**config.mk**
```make
export PLATFORM = sky130hd
export DESIGN_NAME = ir_carrier_envelope_timers
export DESIGN_NICKNAME = d
export VERILOG_FILES = /design/src/ir_timer_pkg.sv /design/src/tick_if.sv /design/src/prescaler.sv /design/src/envelope_counter.sv /design/src/ir_carrier_envelope_timers.sv
export SDC_FILE = /design/constraint.sdc
export NUM_CORES = 1
export LEC_CHECK = 0
export CORE_UTILIZATION = 60
export CTS_BUF_LIST = sky130_fd_sc_hd__clkbuf_4 sky130_fd_sc_hd__clkbuf_8
export CTS_CLUSTER_DIAMETER = 120
export DETAILED_ROUTE_END_ITERATION = 10
export DONT_BUFFER_PORTS = 1
export PLACE_DENSITY = 0.78
export SLEW_MARGIN = 10
export SYNTH_ARGS = -nofsm -noshare
export SYNTH_HDL_FRONTEND = slang
export SYNTH_SLANG_ARGS = --single-unit
export TNS_END_PERCENT = 5
```
**constraint.sdc**
```tcl
create_clock -name sys_clk -period 6.1 [get_ports sys_clk]
set_clock_uncertainty 0.2 [all_clocks]
set_input_delay 0.61 -clock sys_clk [delete_from_list [all_inputs] [get_ports sys_clk]]
set_output_delay 0.61 -clock sys_clk [all_outputs]
set_load 0.05 [all_outputs]
```
**src/ir_timer_pkg.sv**
```systemverilog
// Package: register map, field positions, reset values and modes of the IR carrier/envelope timers
`default_nettype none
package ir_timer_pkg;
    localparam int ADDR_W = 8;
    localparam int DATA_W = 8;
    localparam logic [7:0] CARRIER_TIMER_CONTROL = 8'h21;
    localparam logic [7:0] ENVELOPE_TIMER_CONTROL = 8'h22;
    localparam logic [7:0] CARRIER_PERIOD_PRELOAD = 8'h23;
    localparam logic [7:0] CARRIER_HIGH_PULSE_PRELOAD = 8'h24;
    localparam logic [7:0] ENVELOPE_COUNT_LOW = 8'h25;
    localparam logic [7:0] ENVELOPE_COUNT_HIGH = 8'h26;
    localparam logic [7:0] IR_OUTPUT_CONTROL = 8'h27;
    localparam int RUN_BIT = 7;
    localparam int PIN_CLK_BIT = 6;
    localparam int CLK_SEL_HI = 5;
    localparam int CLK_SEL_LO = 4;
    localparam int ALT_MODE_BIT = 0;
    localparam int MARK_SPACE_BIT = 7;
    localparam int IR_DISABLE_BIT = 0;
    localparam logic [7:0] CARRIER_CTRL_MASK = 8'hB3;
    localparam logic [7:0] ENVELOPE_CTRL_MASK = 8'hF1;
    localparam logic [7:0] REG_RESET = 8'h00;
    localparam logic [11:0] ENV_RESET = 12'h000;
    // Prescaler terminal counts (divide-by minus one)
    localparam logic [3:0] DIV1_TC = 4'h0;
    localparam logic [3:0] DIV2_TC = 4'h1;
    localparam logic [3:0] DIV4_TC = 4'h3;
    localparam logic [3:0] DIV16_TC = 4'hF;
    localparam logic [5:0] ENV_DIV1_TC = 6'h00;
    localparam logic [5:0] ENV_DIV4_TC = 6'h03;
    localparam logic [5:0] ENV_DIV64_TC = 6'h3F;
    typedef enum logic [1:0] {
        MODE_WITH_CARRIER = 2'b00,
        MODE_NO_CARRIER = 2'b01,
        MODE_RSVD2 = 2'b10,
        MODE_RSVD3 = 2'b11
    } carrier_mode_t;
    typedef enum logic [2:0] {
        PWM_IDLE = 3'b001,
        PWM_LOW = 3'b010,
        PWM_HIGH = 3'b100
    } pwm_state_t;
endpackage
`default_nettype wire

```
**src/tick_if.sv**
```systemverilog
// Interface: tick from a prescaler toward a counter, with its terminal count
`default_nettype none
interface tick_if #(parameter int W = 4);
    logic run;
    logic [W-1:0] term;
    logic tick;
    modport src (input run, input term, output tick);
    modport dst (output run, output term, input tick);
endinterface
`default_nettype wire

```
**src/prescaler.sv**
```systemverilog
// Module: free prescaler producing one-cycle ticks every term+1 clocks while run is high
`default_nettype none
module prescaler #(parameter int W = 4) (
    input wire logic sys_clk, // System clock
    input wire logic reset_n, // Async reset, active low
    tick_if.src tk // Tick port
);
    logic [W-1:0] cnt_q;
    logic [W-1:0] cnt_d;
    wire wrap = (cnt_q >= tk.term);
    // Restart from zero whenever stopped so the first tick is a full division
    assign cnt_d = (!tk.run || wrap) ? '0 : W'(cnt_q + 1'b1);
    assign tk.tick = tk.run && wrap;
    always_ff @(posedge sys_clk or negedge reset_n) begin
        if (!reset_n) begin
            cnt_q <= '0;
        end else begin
            cnt_q <= cnt_d;
        end
    end
endmodule
`default_nettype wire

```
**src/envelope_counter.sv**
```systemverilog
// Module: 12-bit down counter with reload on overflow, used as the envelope timer
`default_nettype none
module envelope_counter #(parameter int W = 12) (
    input wire logic sys_clk, // System clock
    input wire logic reset_n, // Async reset, active low
    input wire logic run, // Count enable
    input wire logic step, // One count event
    input wire logic [W-1:0] preload, // Reload value
    output logic [W-1:0] count, // Live count
    output logic overflow // One-cycle pulse on wrap past zero
);
    logic [W-1:0] count_d;
    // A step at zero is the underflow: reload instead of wrapping to all ones
    assign overflow = run && step && (count == '0);
    assign count_d = !run ? count : overflow ? preload : step ? W'(count - 1'b1) : count;
    always_ff @(posedge sys_clk or negedge reset_n) begin
        if (!reset_n) begin
            count <= '0;
        end else begin
            count <= count_d;
        end
    end
endmodule
`default_nettype wire

```
**src/ir_carrier_envelope_timers.sv**
```systemverilog
// Top: IR carrier timer, envelope timer, register port and transmit pin logic
//
// Functional notes
// - Carrier timer counts only while control bit 7 is set.
// - Carrier clock select bits 5:4 give Fosc, /2, /4, /16.
// - Mode 00 is PWM with carrier; mode 01 drives PWM output high.
// - Count register write stores preload; read returns live counter.
// - Period register write stores period preload; read returns live counter.
// - High-pulse register holds duty preload and reads it back.
// - Envelope is 12-bit down counter on Fosc, /4, /64 or carrier.
// - Envelope overflow reloads from preload registers and sets overflow flag.
// - Envelope timer counts only while its control bit 7 is set.
// - Envelope bit 6 selects the port pin as envelope clock.
// - Envelope bit 0 enables envelope mode 2.
// - Low register write sets preload 7:0; read returns live count low.
// - High register bits 3:0 set preload top; read returns live count top.
// - High register bit 7 selects mark (1) or space (0) in mode 2.
// - Carrier output starts low, goes high at duty match, low on overflow.
// - With a divided envelope clock, carrier enable bit gates the pin directly.
// - Without carrier, the pin shows only the steady envelope level.
// - IR output disable bit suppresses the pin output entirely.
//
// Design decision made here: the strobed register port.
`default_nettype none
module ir_carrier_envelope_timers (
    input wire logic sys_clk, // 200 MHz system clock
    input wire logic reset_n, // Async reset, active low
    input wire logic [ir_timer_pkg::ADDR_W-1:0] reg_addr, // Register address
    input wire logic [ir_timer_pkg::DATA_W-1:0] reg_wdata, // Write data
    input wire logic reg_wr, // Write strobe
    input wire logic reg_rd, // Read strobe
    output logic [ir_timer_pkg::DATA_W-1:0] reg_rdata, // Read data, cycle after strobe
    input wire logic envelope_pin_clock, // Port pin used as envelope clock
    output logic ir_transmit_pin, // IR transmitter drive
    output logic envelope_overflow_flag, // Sticky overflow flag
    output logic envelope_overflow_pulse // One-cycle overflow event
);
    import ir_timer_pkg::*;

    // ****************************************
    // Registers
    // ****************************************
    // Writable control bits only
    logic [7:0] carrier_ctrl_q;
    logic [7:0] envelope_ctrl_q;

    // Preloads for start and reload
    logic [7:0] carrier_period_value;
    logic [7:0] carrier_high_value;
    logic [7:0] envelope_preload_low;
    logic [3:0] envelope_preload_high;
    logic envelope_mark_space;
    logic ir_output_disable;

    // Status and read-back
    logic flag_q;
    logic [7:0] rdata_q;

    // Field decode
    wire carrier_run = carrier_ctrl_q[RUN_BIT];
    wire [1:0] carrier_clk_sel = carrier_ctrl_q[CLK_SEL_HI:CLK_SEL_LO];
    wire [1:0] carrier_mode_sel = carrier_ctrl_q[1:0];

    wire envelope_run = envelope_ctrl_q[RUN_BIT];
    wire envelope_pin_clock_sel = envelope_ctrl_q[PIN_CLK_BIT];
    wire [1:0] envelope_clk_sel = envelope_ctrl_q[CLK_SEL_HI:CLK_SEL_LO];
    wire envelope_alt_mode_en = envelope_ctrl_q[ALT_MODE_BIT];

    // Address decode
    wire wr_cctl = reg_wr && (reg_addr == CARRIER_TIMER_CONTROL);
    wire wr_ectl = reg_wr && (reg_addr == ENVELOPE_TIMER_CONTROL);
    wire wr_per = reg_wr && (reg_addr == CARRIER_PERIOD_PRELOAD);
    wire wr_high = reg_wr && (reg_addr == CARRIER_HIGH_PULSE_PRELOAD);
    wire wr_elo = reg_wr && (reg_addr == ENVELOPE_COUNT_LOW);
    wire wr_ehi = reg_wr && (reg_addr == ENVELOPE_COUNT_HIGH);
    wire wr_irc = reg_wr && (reg_addr == IR_OUTPUT_CONTROL);

    // Software writes; masks keep reserved bits at zero
    always_ff @(posedge sys_clk or negedge reset_n) begin
        if (!reset_n) begin
            carrier_ctrl_q <= REG_RESET;
            envelope_ctrl_q <= REG_RESET;
            carrier_period_value <= REG_RESET;
            carrier_high_value <= REG_RESET;
            envelope_preload_low <= REG_RESET;
            envelope_preload_high <= 4'h0;
            envelope_mark_space <= 1'b0;
            ir_output_disable <= 1'b0;
        end else begin
            if (wr_cctl) carrier_ctrl_q <= reg_wdata & CARRIER_CTRL_MASK;
            if (wr_ectl) envelope_ctrl_q <= reg_wdata & ENVELOPE_CTRL_MASK;
            if (wr_per) carrier_period_value <= reg_wdata;
            if (wr_high) carrier_high_value <= reg_wdata;
            if (wr_elo) envelope_preload_low <= reg_wdata;
            if (wr_ehi) envelope_preload_high <= reg_wdata[3:0];
            if (wr_ehi) envelope_mark_space <= reg_wdata[MARK_SPACE_BIT];
            if (wr_irc) ir_output_disable <= reg_wdata[IR_DISABLE_BIT];
        end
    end

    // ****************************************
    // Carrier timer
    // ****************************************
    // Four bits reach divide-by-16
    tick_if #(.W(4)) ctick ();
    assign ctick.run = carrier_run;
    // Clock division select
    assign ctick.term = (carrier_clk_sel == 2'b00) ? DIV1_TC :
                        (carrier_clk_sel == 2'b01) ? DIV2_TC :
                        (carrier_clk_sel == 2'b10) ? DIV4_TC : DIV16_TC;

    // Restarts whenever the timer stops
    prescaler #(.W(4)) u_carrier_div (
        .sys_clk(sys_clk),
        .reset_n(reset_n),
        .tk(ctick)
    );

    // Counter, compare copy, output
    logic [7:0] carrier_cnt_q;
    logic [7:0] carrier_cnt_d;
    logic [7:0] duty_cmp_q;
    logic [7:0] duty_cmp_d;
    pwm_state_t pwm_q;
    pwm_state_t pwm_d;
    logic carrier_q;
    logic carrier_d;
    // A tick that finds zero overflows
    wire carrier_ovf = ctick.tick && (carrier_cnt_q == 8'h00) && (pwm_q != PWM_IDLE);

    // Start loads preloads, then count down; overflow reloads period and duty
    always_comb begin
        pwm_d = pwm_q;
        carrier_cnt_d = carrier_cnt_q;
        duty_cmp_d = duty_cmp_q;
        case (pwm_q)
            PWM_IDLE: begin
                if (carrier_run) begin
                    pwm_d = PWM_LOW;
                    carrier_cnt_d = carrier_period_value;
                    duty_cmp_d = carrier_high_value;
                end
            end
            PWM_LOW, PWM_HIGH: begin
                // Stop idles; restart reloads
                if (!carrier_run) begin
                    pwm_d = PWM_IDLE;
                end else if (carrier_ovf) begin
                    pwm_d = PWM_LOW;
                    carrier_cnt_d = carrier_period_value;
                    duty_cmp_d = carrier_high_value;
                end else if (ctick.tick) begin
                    carrier_cnt_d = carrier_cnt_q - 8'h01;
                    if ((carrier_cnt_q - 8'h01) == duty_cmp_q) pwm_d = PWM_HIGH;
                end
            end
            default: begin
                pwm_d = PWM_IDLE;
            end
        endcase
    end
    assign carrier_d = (pwm_d == PWM_HIGH);

    always_ff @(posedge sys_clk or negedge reset_n) begin
        if (!reset_n) begin
            pwm_q <= PWM_IDLE;
            carrier_cnt_q <= REG_RESET;
            duty_cmp_q <= REG_RESET;
            carrier_q <= 1'b0;
        end else begin
            pwm_q <= pwm_d;
            carrier_cnt_q <= carrier_cnt_d;
            duty_cmp_q <= duty_cmp_d;
            carrier_q <= carrier_d;
        end
    end

    // Rising edge of the carrier is the envelope step in carrier-clock mode
    logic carrier_prev_q;
    wire carrier_rise = carrier_q && !carrier_prev_q;
    // Pin input is already synchronous
    logic pin_prev_q;
    wire pin_rise = envelope_pin_clock && !pin_prev_q;
    always_ff @(posedge sys_clk or negedge reset_n) begin
        if (!reset_n) begin
            carrier_prev_q <= 1'b0;
            pin_prev_q <= 1'b0;
        end else begin
            carrier_prev_q <= carrier_q;
            pin_prev_q <= envelope_pin_clock;
        end
    end

    // ****************************************
    // Envelope timer
    // ****************************************
    // Six bits reach divide-by-64
    tick_if #(.W(6)) etick ();
    assign etick.run = envelope_run;
    assign etick.term = (envelope_clk_sel == 2'b00) ? ENV_DIV1_TC :
                        (envelope_clk_sel == 2'b01) ? ENV_DIV4_TC : ENV_DIV64_TC;

    // Used by the first three sources
    prescaler #(.W(6)) u_envelope_div (
        .sys_clk(sys_clk),
        .reset_n(reset_n),
        .tk(etick)
    );

    // Carrier clock only with pin off
    wire carrier_as_envelope_clock = !envelope_pin_clock_sel && (envelope_clk_sel == 2'b11);
    // Pin wins over the bits 5:4 selection; the pin edge is a plain sampled input
    wire env_step = envelope_pin_clock_sel ? pin_rise :
                    carrier_as_envelope_clock ? carrier_rise : etick.tick;
    // Preload writes act at next reload
    wire [11:0] env_preload = {envelope_preload_high, envelope_preload_low};
    logic [11:0] env_count;
    logic env_ovf;
    envelope_counter #(.W(12)) u_envelope (
        .sys_clk(sys_clk),
        .reset_n(reset_n),
        .run(envelope_run),
        .step(env_step),
        .preload(env_preload),
        .count(env_count),
        .overflow(env_ovf)
    );

    // Sticky flag: overflow sets, writing 1 to its bit clears; set wins
    wire flag_clr = wr_ectl && reg_wdata[1];
    // Set wins over a clear in one cycle
    always_ff @(posedge sys_clk or negedge reset_n) begin
        if (!reset_n) begin
            flag_q <= 1'b0;
        end else begin
            flag_q <= env_ovf | (flag_q & ~flag_clr);
        end
    end
    assign envelope_overflow_flag = flag_q;
    assign envelope_overflow_pulse = env_ovf;
    // Pulse is combinational, flag is not

    // Original envelope mode toggles mark/space on each overflow while the carrier clocks the envelope
    logic env_level_q;
    // Stop restores mark for a lit restart
    always_ff @(posedge sys_clk or negedge reset_n) begin
        if (!reset_n) begin
            env_level_q <= 1'b0;
        end else if (!envelope_run || !carrier_as_envelope_clock) begin
            env_level_q <= 1'b1;
        end else if (env_ovf) begin
            env_level_q <= ~env_level_q;
        end
    end

    // ****************************************
    // Transmit pin
    // ****************************************
    // Mode 2 takes the software level
    wire env_mark = envelope_alt_mode_en ? envelope_mark_space : env_level_q;
    // Divided clocks: run bit gates pin
    wire gate = carrier_as_envelope_clock && envelope_run ? env_mark : carrier_run;
    wire with_carrier = (carrier_mode_sel == MODE_WITH_CARRIER);
    // Carrier mode passes the carrier; the other modes show only the level
    wire tx_d = ir_output_disable ? 1'b0 :
                with_carrier ? (gate && carrier_d) :
                gate;

    // Registered so the pin cannot glitch
    always_ff @(posedge sys_clk or negedge reset_n) begin
        if (!reset_n) begin
            ir_transmit_pin <= 1'b0;
        end else begin
            ir_transmit_pin <= tx_d;
        end
    end

    // ****************************************
    // Read port: data one cycle after the read strobe
    // ****************************************
    // Unmapped addresses read zero
    wire [7:0] rd_mux = (reg_addr == CARRIER_TIMER_CONTROL) ? carrier_ctrl_q :
                        (reg_addr == ENVELOPE_TIMER_CONTROL) ? {envelope_ctrl_q[7:2], flag_q, envelope_ctrl_q[0]} :
                        (reg_addr == CARRIER_PERIOD_PRELOAD) ? carrier_cnt_q :
                        (reg_addr == CARRIER_HIGH_PULSE_PRELOAD) ? carrier_high_value :
                        (reg_addr == ENVELOPE_COUNT_LOW) ? env_count[7:0] :
                        (reg_addr == ENVELOPE_COUNT_HIGH) ? {envelope_mark_space, 3'b000, env_count[11:8]} :
                        (reg_addr == IR_OUTPUT_CONTROL) ? {7'h00, ir_output_disable} : 8'h00;
    // Data stand one cycle, then zero
    always_ff @(posedge sys_clk or negedge reset_n) begin
        if (!reset_n) begin
            rdata_q <= REG_RESET;
        end else begin
            rdata_q <= reg_rd ? rd_mux : 8'h00;
        end
    end
    assign reg_rdata = rdata_q;
endmodule
`default_nettype wire

```
==> impl_metrics.xml <==
<?xml version="1.0" encoding="UTF-8"?>
<metrics>
  <group name="cts">
    <metric name="clock_path_buffers" unit="">2</metric>
    <metric name="worst_skew_pair.late_latency" unit="ps">360</metric>
    <metric name="cts_sinks" unit="">95</metric>
    <metric name="numCtsBuffers" unit="">9</metric>
    <metric name="cts_root_buf" unit="">clkbuf_8</metric>
    <metric name="path_clk_slew" unit="ps">90</metric>
    <metric name="ctsHtreeMaxLevel" unit="">3</metric>
    <metric name="cts_tree" unit="">done</metric>
  </group>
  <group name="placed_design">
    <metric name="placed_cells_incl_taps" unit="">542</metric>
    <metric name="placer_congestion" unit="">0.926</metric>
    <metric name="port-buffer-count" unit="">0</metric>
    <metric name="place.detailed.hpwl" unit="µm">8040</metric>
    <metric name="cell_area_reported_after_detailed_placement" unit="mm²">0.00503</metric>
  </group>
  <group name="pwr">
    <metric name="part_of_the_power_in_registers" unit="%">48.7</metric>
    <metric name="power.static_leakage" unit="nW">2.39</metric>
    <metric name="finalPower" unit="W">0.00173</metric>
    <metric name="cellInternalPower" unit="W">0.00115</metric>
    <metric name="share_of_power_burned_in_the_clock_network" unit="%">28.1</metric>
    <metric name="netSwitchingFraction" unit="%">33.8</metric>
    <metric name="p_per_area" unit="mW/mm²">327</metric>
    <metric name="power.ir.vdd_worst" unit="µV">220</metric>
    <metric name="p_switching" unit="W">0.000586</metric>
    <metric name="share_comb_of_total_power" unit="%">23.2</metric>
  </group>
  <group name="routing">
    <metric name="drtIter0Drc" unit="">376</metric>
    <metric name="ant_nets" unit="">0</metric>
    <metric name="avgRoutedWirePerCell" unit="µm">20.0</metric>
    <metric name="routed_via_density" unit="">6.44</metric>
    <metric name="firstDrtPassIters" unit="">5</metric>
    <metric name="detailroute.via_count" unit="">3602</metric>
    <metric name="drcViolationCount" unit="">0</metric>
    <metric name="drt-total-wl" unit="µm">11200</metric>
  </group>
  <group name="floorplanning">
    <metric name="core.rowCount" unit="">32</metric>
    <metric name="io_pins" unit="">32</metric>
    <metric name="core" unit="mm²">0.00789</metric>
    <metric name="die-area" unit="mm²">0.00868</metric>
    <metric name="die_width" unit="µm">93.2</metric>
    <metric name="die_height" unit="µm">93.2</metric>
    <metric name="start_util" unit="%">63.2</metric>
  </group>
  <group name="layout">
    <metric name="final_util" unit="%">67.2</metric>
    <metric name="post_layout_nonfiller_instances" unit="">559</metric>
    <metric name="layout-area-overhead-vs-synth" unit="%">6.27</metric>
    <metric name="fin_nets" unit="">489</metric>
    <metric name="drive_gt1_share" unit="%">19.0</metric>
    <metric name="layout.filler_cells" unit="">572</metric>
    <metric name="num_antenna_cells" unit="">0</metric>
    <metric name="design_area" unit="mm²">0.00530</metric>
  </group>
  <group name="sta">
    <metric name="finalHoldViolCount" unit="">0</metric>
    <metric name="max_slew.worst_pin.slew" unit="ps">1130</metric>
    <metric name="min_clock_period_post_route" unit="ps">3780</metric>
    <metric name="timing.setup.tns" unit="ps">0</metric>
    <metric name="finalCritPeriodShare" unit="%">61.9</metric>
    <metric name="fmax" unit="GHz">0.265</metric>
    <metric name="report.final.slew_viol_count" unit="">0</metric>
    <metric name="number_of_setup_violations_in_the_final_report" unit="">0</metric>
    <metric name="slew_headroom" unit="%">24.9</metric>
    <metric name="setup_repair_after_global_routing_missed_its_margin" unit="">false</metric>
  </group>
  <group name="yosys">
    <metric name="ys_dominant_reg_cell" unit="">dfrtp_1</metric>
    <metric name="synth.cell_area" unit="mm²">0.00499</metric>
    <metric name="syn-instance-count" unit="">456</metric>
    <metric name="synth-edff-count" unit="">0</metric>
    <metric name="yosys-top-cells-count" unit="">94 x dfrtp_1, 46 x mux2_2, 37 x nor2_1, 33 x nand2_1, 25 x a21oi_1</metric>
    <metric name="post_synth_main_area_contributors" unit="">dfrtp_1 47%, mux2_2 10%, ha_1 3.8%</metric>
    <metric name="netlist-cell-type-count" unit="">68</metric>
    <metric name="synth.yosys.warnings" unit="">0</metric>
    <metric name="synth_largest_area_cell" unit="">dfrtp_1</metric>
    <metric name="synth.most_common_cell" unit="">dfrtp_1</metric>
    <metric name="synth_area_per_cell" unit="µm²">10.9</metric>
    <metric name="yosys_register_bits" unit="">95</metric>
    <metric name="post_synthesis_net_count" unit="">492</metric>
    <metric name="seq_area_frac_synth" unit="%">47.7</metric>
    <metric name="yosysTopAreaCellShare" unit="%">47.2</metric>
    <metric name="ys_async_sr_fraction" unit="%">100</metric>
  </group>
  <group name="worst_setup_path">
    <metric name="critical_path_data_arrival_time" unit="ps">2970</metric>
    <metric name="critical-path-slowest-cell" unit="">a211oi_2</metric>
    <metric name="critPathRequiredTime" unit="ps">5290</metric>
    <metric name="timing_worst_setup_path_type" unit="">reg2out</metric>
    <metric name="ff2ff_setup_slack" unit="ps">2800</metric>
    <metric name="timing.critical_path.to_type" unit="">primary output</metric>
    <metric name="slowest_delay" unit="ps">1030</metric>
    <metric name="path_max_fanout" unit="">14</metric>
    <metric name="setup.worst_path.start_class" unit="">flip-flop</metric>
    <metric name="crit_chain" unit="">nor4_1, nand3b_1, a211oi_2</metric>
  </group>
  <group name="grt">
    <metric name="grt_first_pass_wirelength" unit="µm">18100</metric>
    <metric name="initial_antenna_violation_count" unit="">0</metric>
    <metric name="largest_net_degree_at_the_start_of_global_routing" unit="">96</metric>
    <metric name="grt_pass1_vias" unit="">3491</metric>
    <metric name="globalRoute.totalOverflow" unit="">0</metric>
    <metric name="groute.usage.overall" unit="%">27.6</metric>
  </group>
  <group name="run">
    <metric name="maxcap_violations" unit="">0</metric>
  </group>
  <group name="run_status">
    <metric name="outcome" unit="">finished, final reports clean</metric>
  </group>
  <group name="worst_hold_path">
    <metric name="hp-class" unit="">in2reg</metric>
  </group>
</metrics>
[power groups by stage]
stage               Clock [W]  Combinational, W  Sequential [W]
floorplan                   0          0.000362        0.000786
global placement            0          0.000363        0.000848
detailed placement          0          0.000378        0.000853
CTS                  0.000489          0.000400        0.000840
global route         0.000516          0.000450        0.000856
finish               0.000486          0.000403        0.000844
[registers in the layout (all words and copies together) (netlist names), 6 cells and up]
signal,cells
u_envelope.count,12
carrier_high_value,8
carrier_period_value,8
u_envelope_div.cnt_q,6
carrier_cnt_q,8
envelope_preload_low,8
reg_rdata,8
duty_cmp_q,8
[timing repair]
item | in CTS | in global routing
gates resized for setup | 0 | 0
hold endpoints to repair | 95 | 0
hold buffers | 2 | 0
setup endpoints to repair | 0 | 0
setup buffers | 0 | 0
[worst paths after layout]
kind	start	end	cells past startpoint
max in group asynchronous	reset_n	carrier_period_value[6]	2
min in group asynchronous	reset_n	u_carrier_div.cnt_q[1]	2
worst min register to register	carrier_q	carrier_prev_q	0
worst min-delay path	envelope_pin_clock	pin_prev_q	0
worst max-delay path	u_envelope.count[7]	envelope_overflow_pulse	3
worst max register to register	carrier_ctrl_q[5]	carrier_cnt_q[2]	8
[per-layer routing]
metal / track usage [%] / vias up / share of wire, %
met5: 0 / - / 0
met4: 9.87 / 0 / 2.1
met3: 4.80 / 26 / 5.8
met2: 44.7 / 136 / 48
met1: 37.4 / 1792 / 44
li1: - / 1648 / -
[cells by family after synthesis]
| logic type | after synthesis | synth area share, % |
|---|---|---|
| DFF | 95 | 47.7 |
| AOI/OAI and AO/OA | 88 | 12.2 |
| and+or+nand+nor | 146 | 16.5 |
| adders and majority gates | 15 | 3.76 |
| buffers and inverters | 35 | 3.24 |
| xor gates and xnor gates | 18 | 3.16 |
| muxes | 59 | 13.5 |
[cells in the final DEF, fill, tap and decap left out, drive strengths merged, types with 3 or more instances in the layout]
| cell type | count |
|---|---|
| a2111oi | 3 |
| a211oi | 5 |
| a21boi | 3 |
| a21o | 3 |
| a21oi | 25 |
| a222oi | 3 |
| a22oi | 4 |
| a31oi | 4 |
| and2 | 5 |
| and3 | 3 |
| bufinv | 3 |
| clkbuf | 9 |
| dfrtp | 94 |
| ha | 15 |
| inv | 18 |
| mux2 | 54 |
| mux2i | 4 |
| nand2 | 35 |
| nand2b | 7 |
| nand3 | 16 |
| nand3b | 4 |
| nand4 | 6 |
| nor2 | 37 |
| nor2b | 4 |
| nor3 | 10 |
| nor3b | 3 |
| nor4 | 4 |
| o21ai | 18 |
| o31ai | 3 |
| or2 | 3 |
| xnor2 | 11 |
| xor2 | 7 |
[critical path: cells and delay by family, from the launching register on]
| family | cells | cell delay (ps) |
|---|---|---|
| compound gates | 1 | 1030 |
| flops | 1 | 430 |
| simple gates | 2 | 1140 |
[final cells by class]
class	count	area [µm²]	share of cell area (%)
clock buffers	9	124	2.34
clock inverters	6	110	2.08
inverters	18	67.6	1.28
multi-input cells	326	2450	46.2
flip-flops and latches	95	2380	44.9
well taps	102	128	2.41
repair buffers	3	45.0	0.850
[metrics by stage]
| step | hold WS (ps) | worst slack (ps) |
|---|---|---|
| after global routing | 56.1 | 2110 |
| final | 72.2 | 2320 |
| after detailed placement | 117 | 2780 |
| after floorplan | 114 | 3200 |
| after CTS | 61.3 | 2380 |
| after global placement | 118 | 2830 |
No activity file was read; power rests on OpenSTA's default activity.
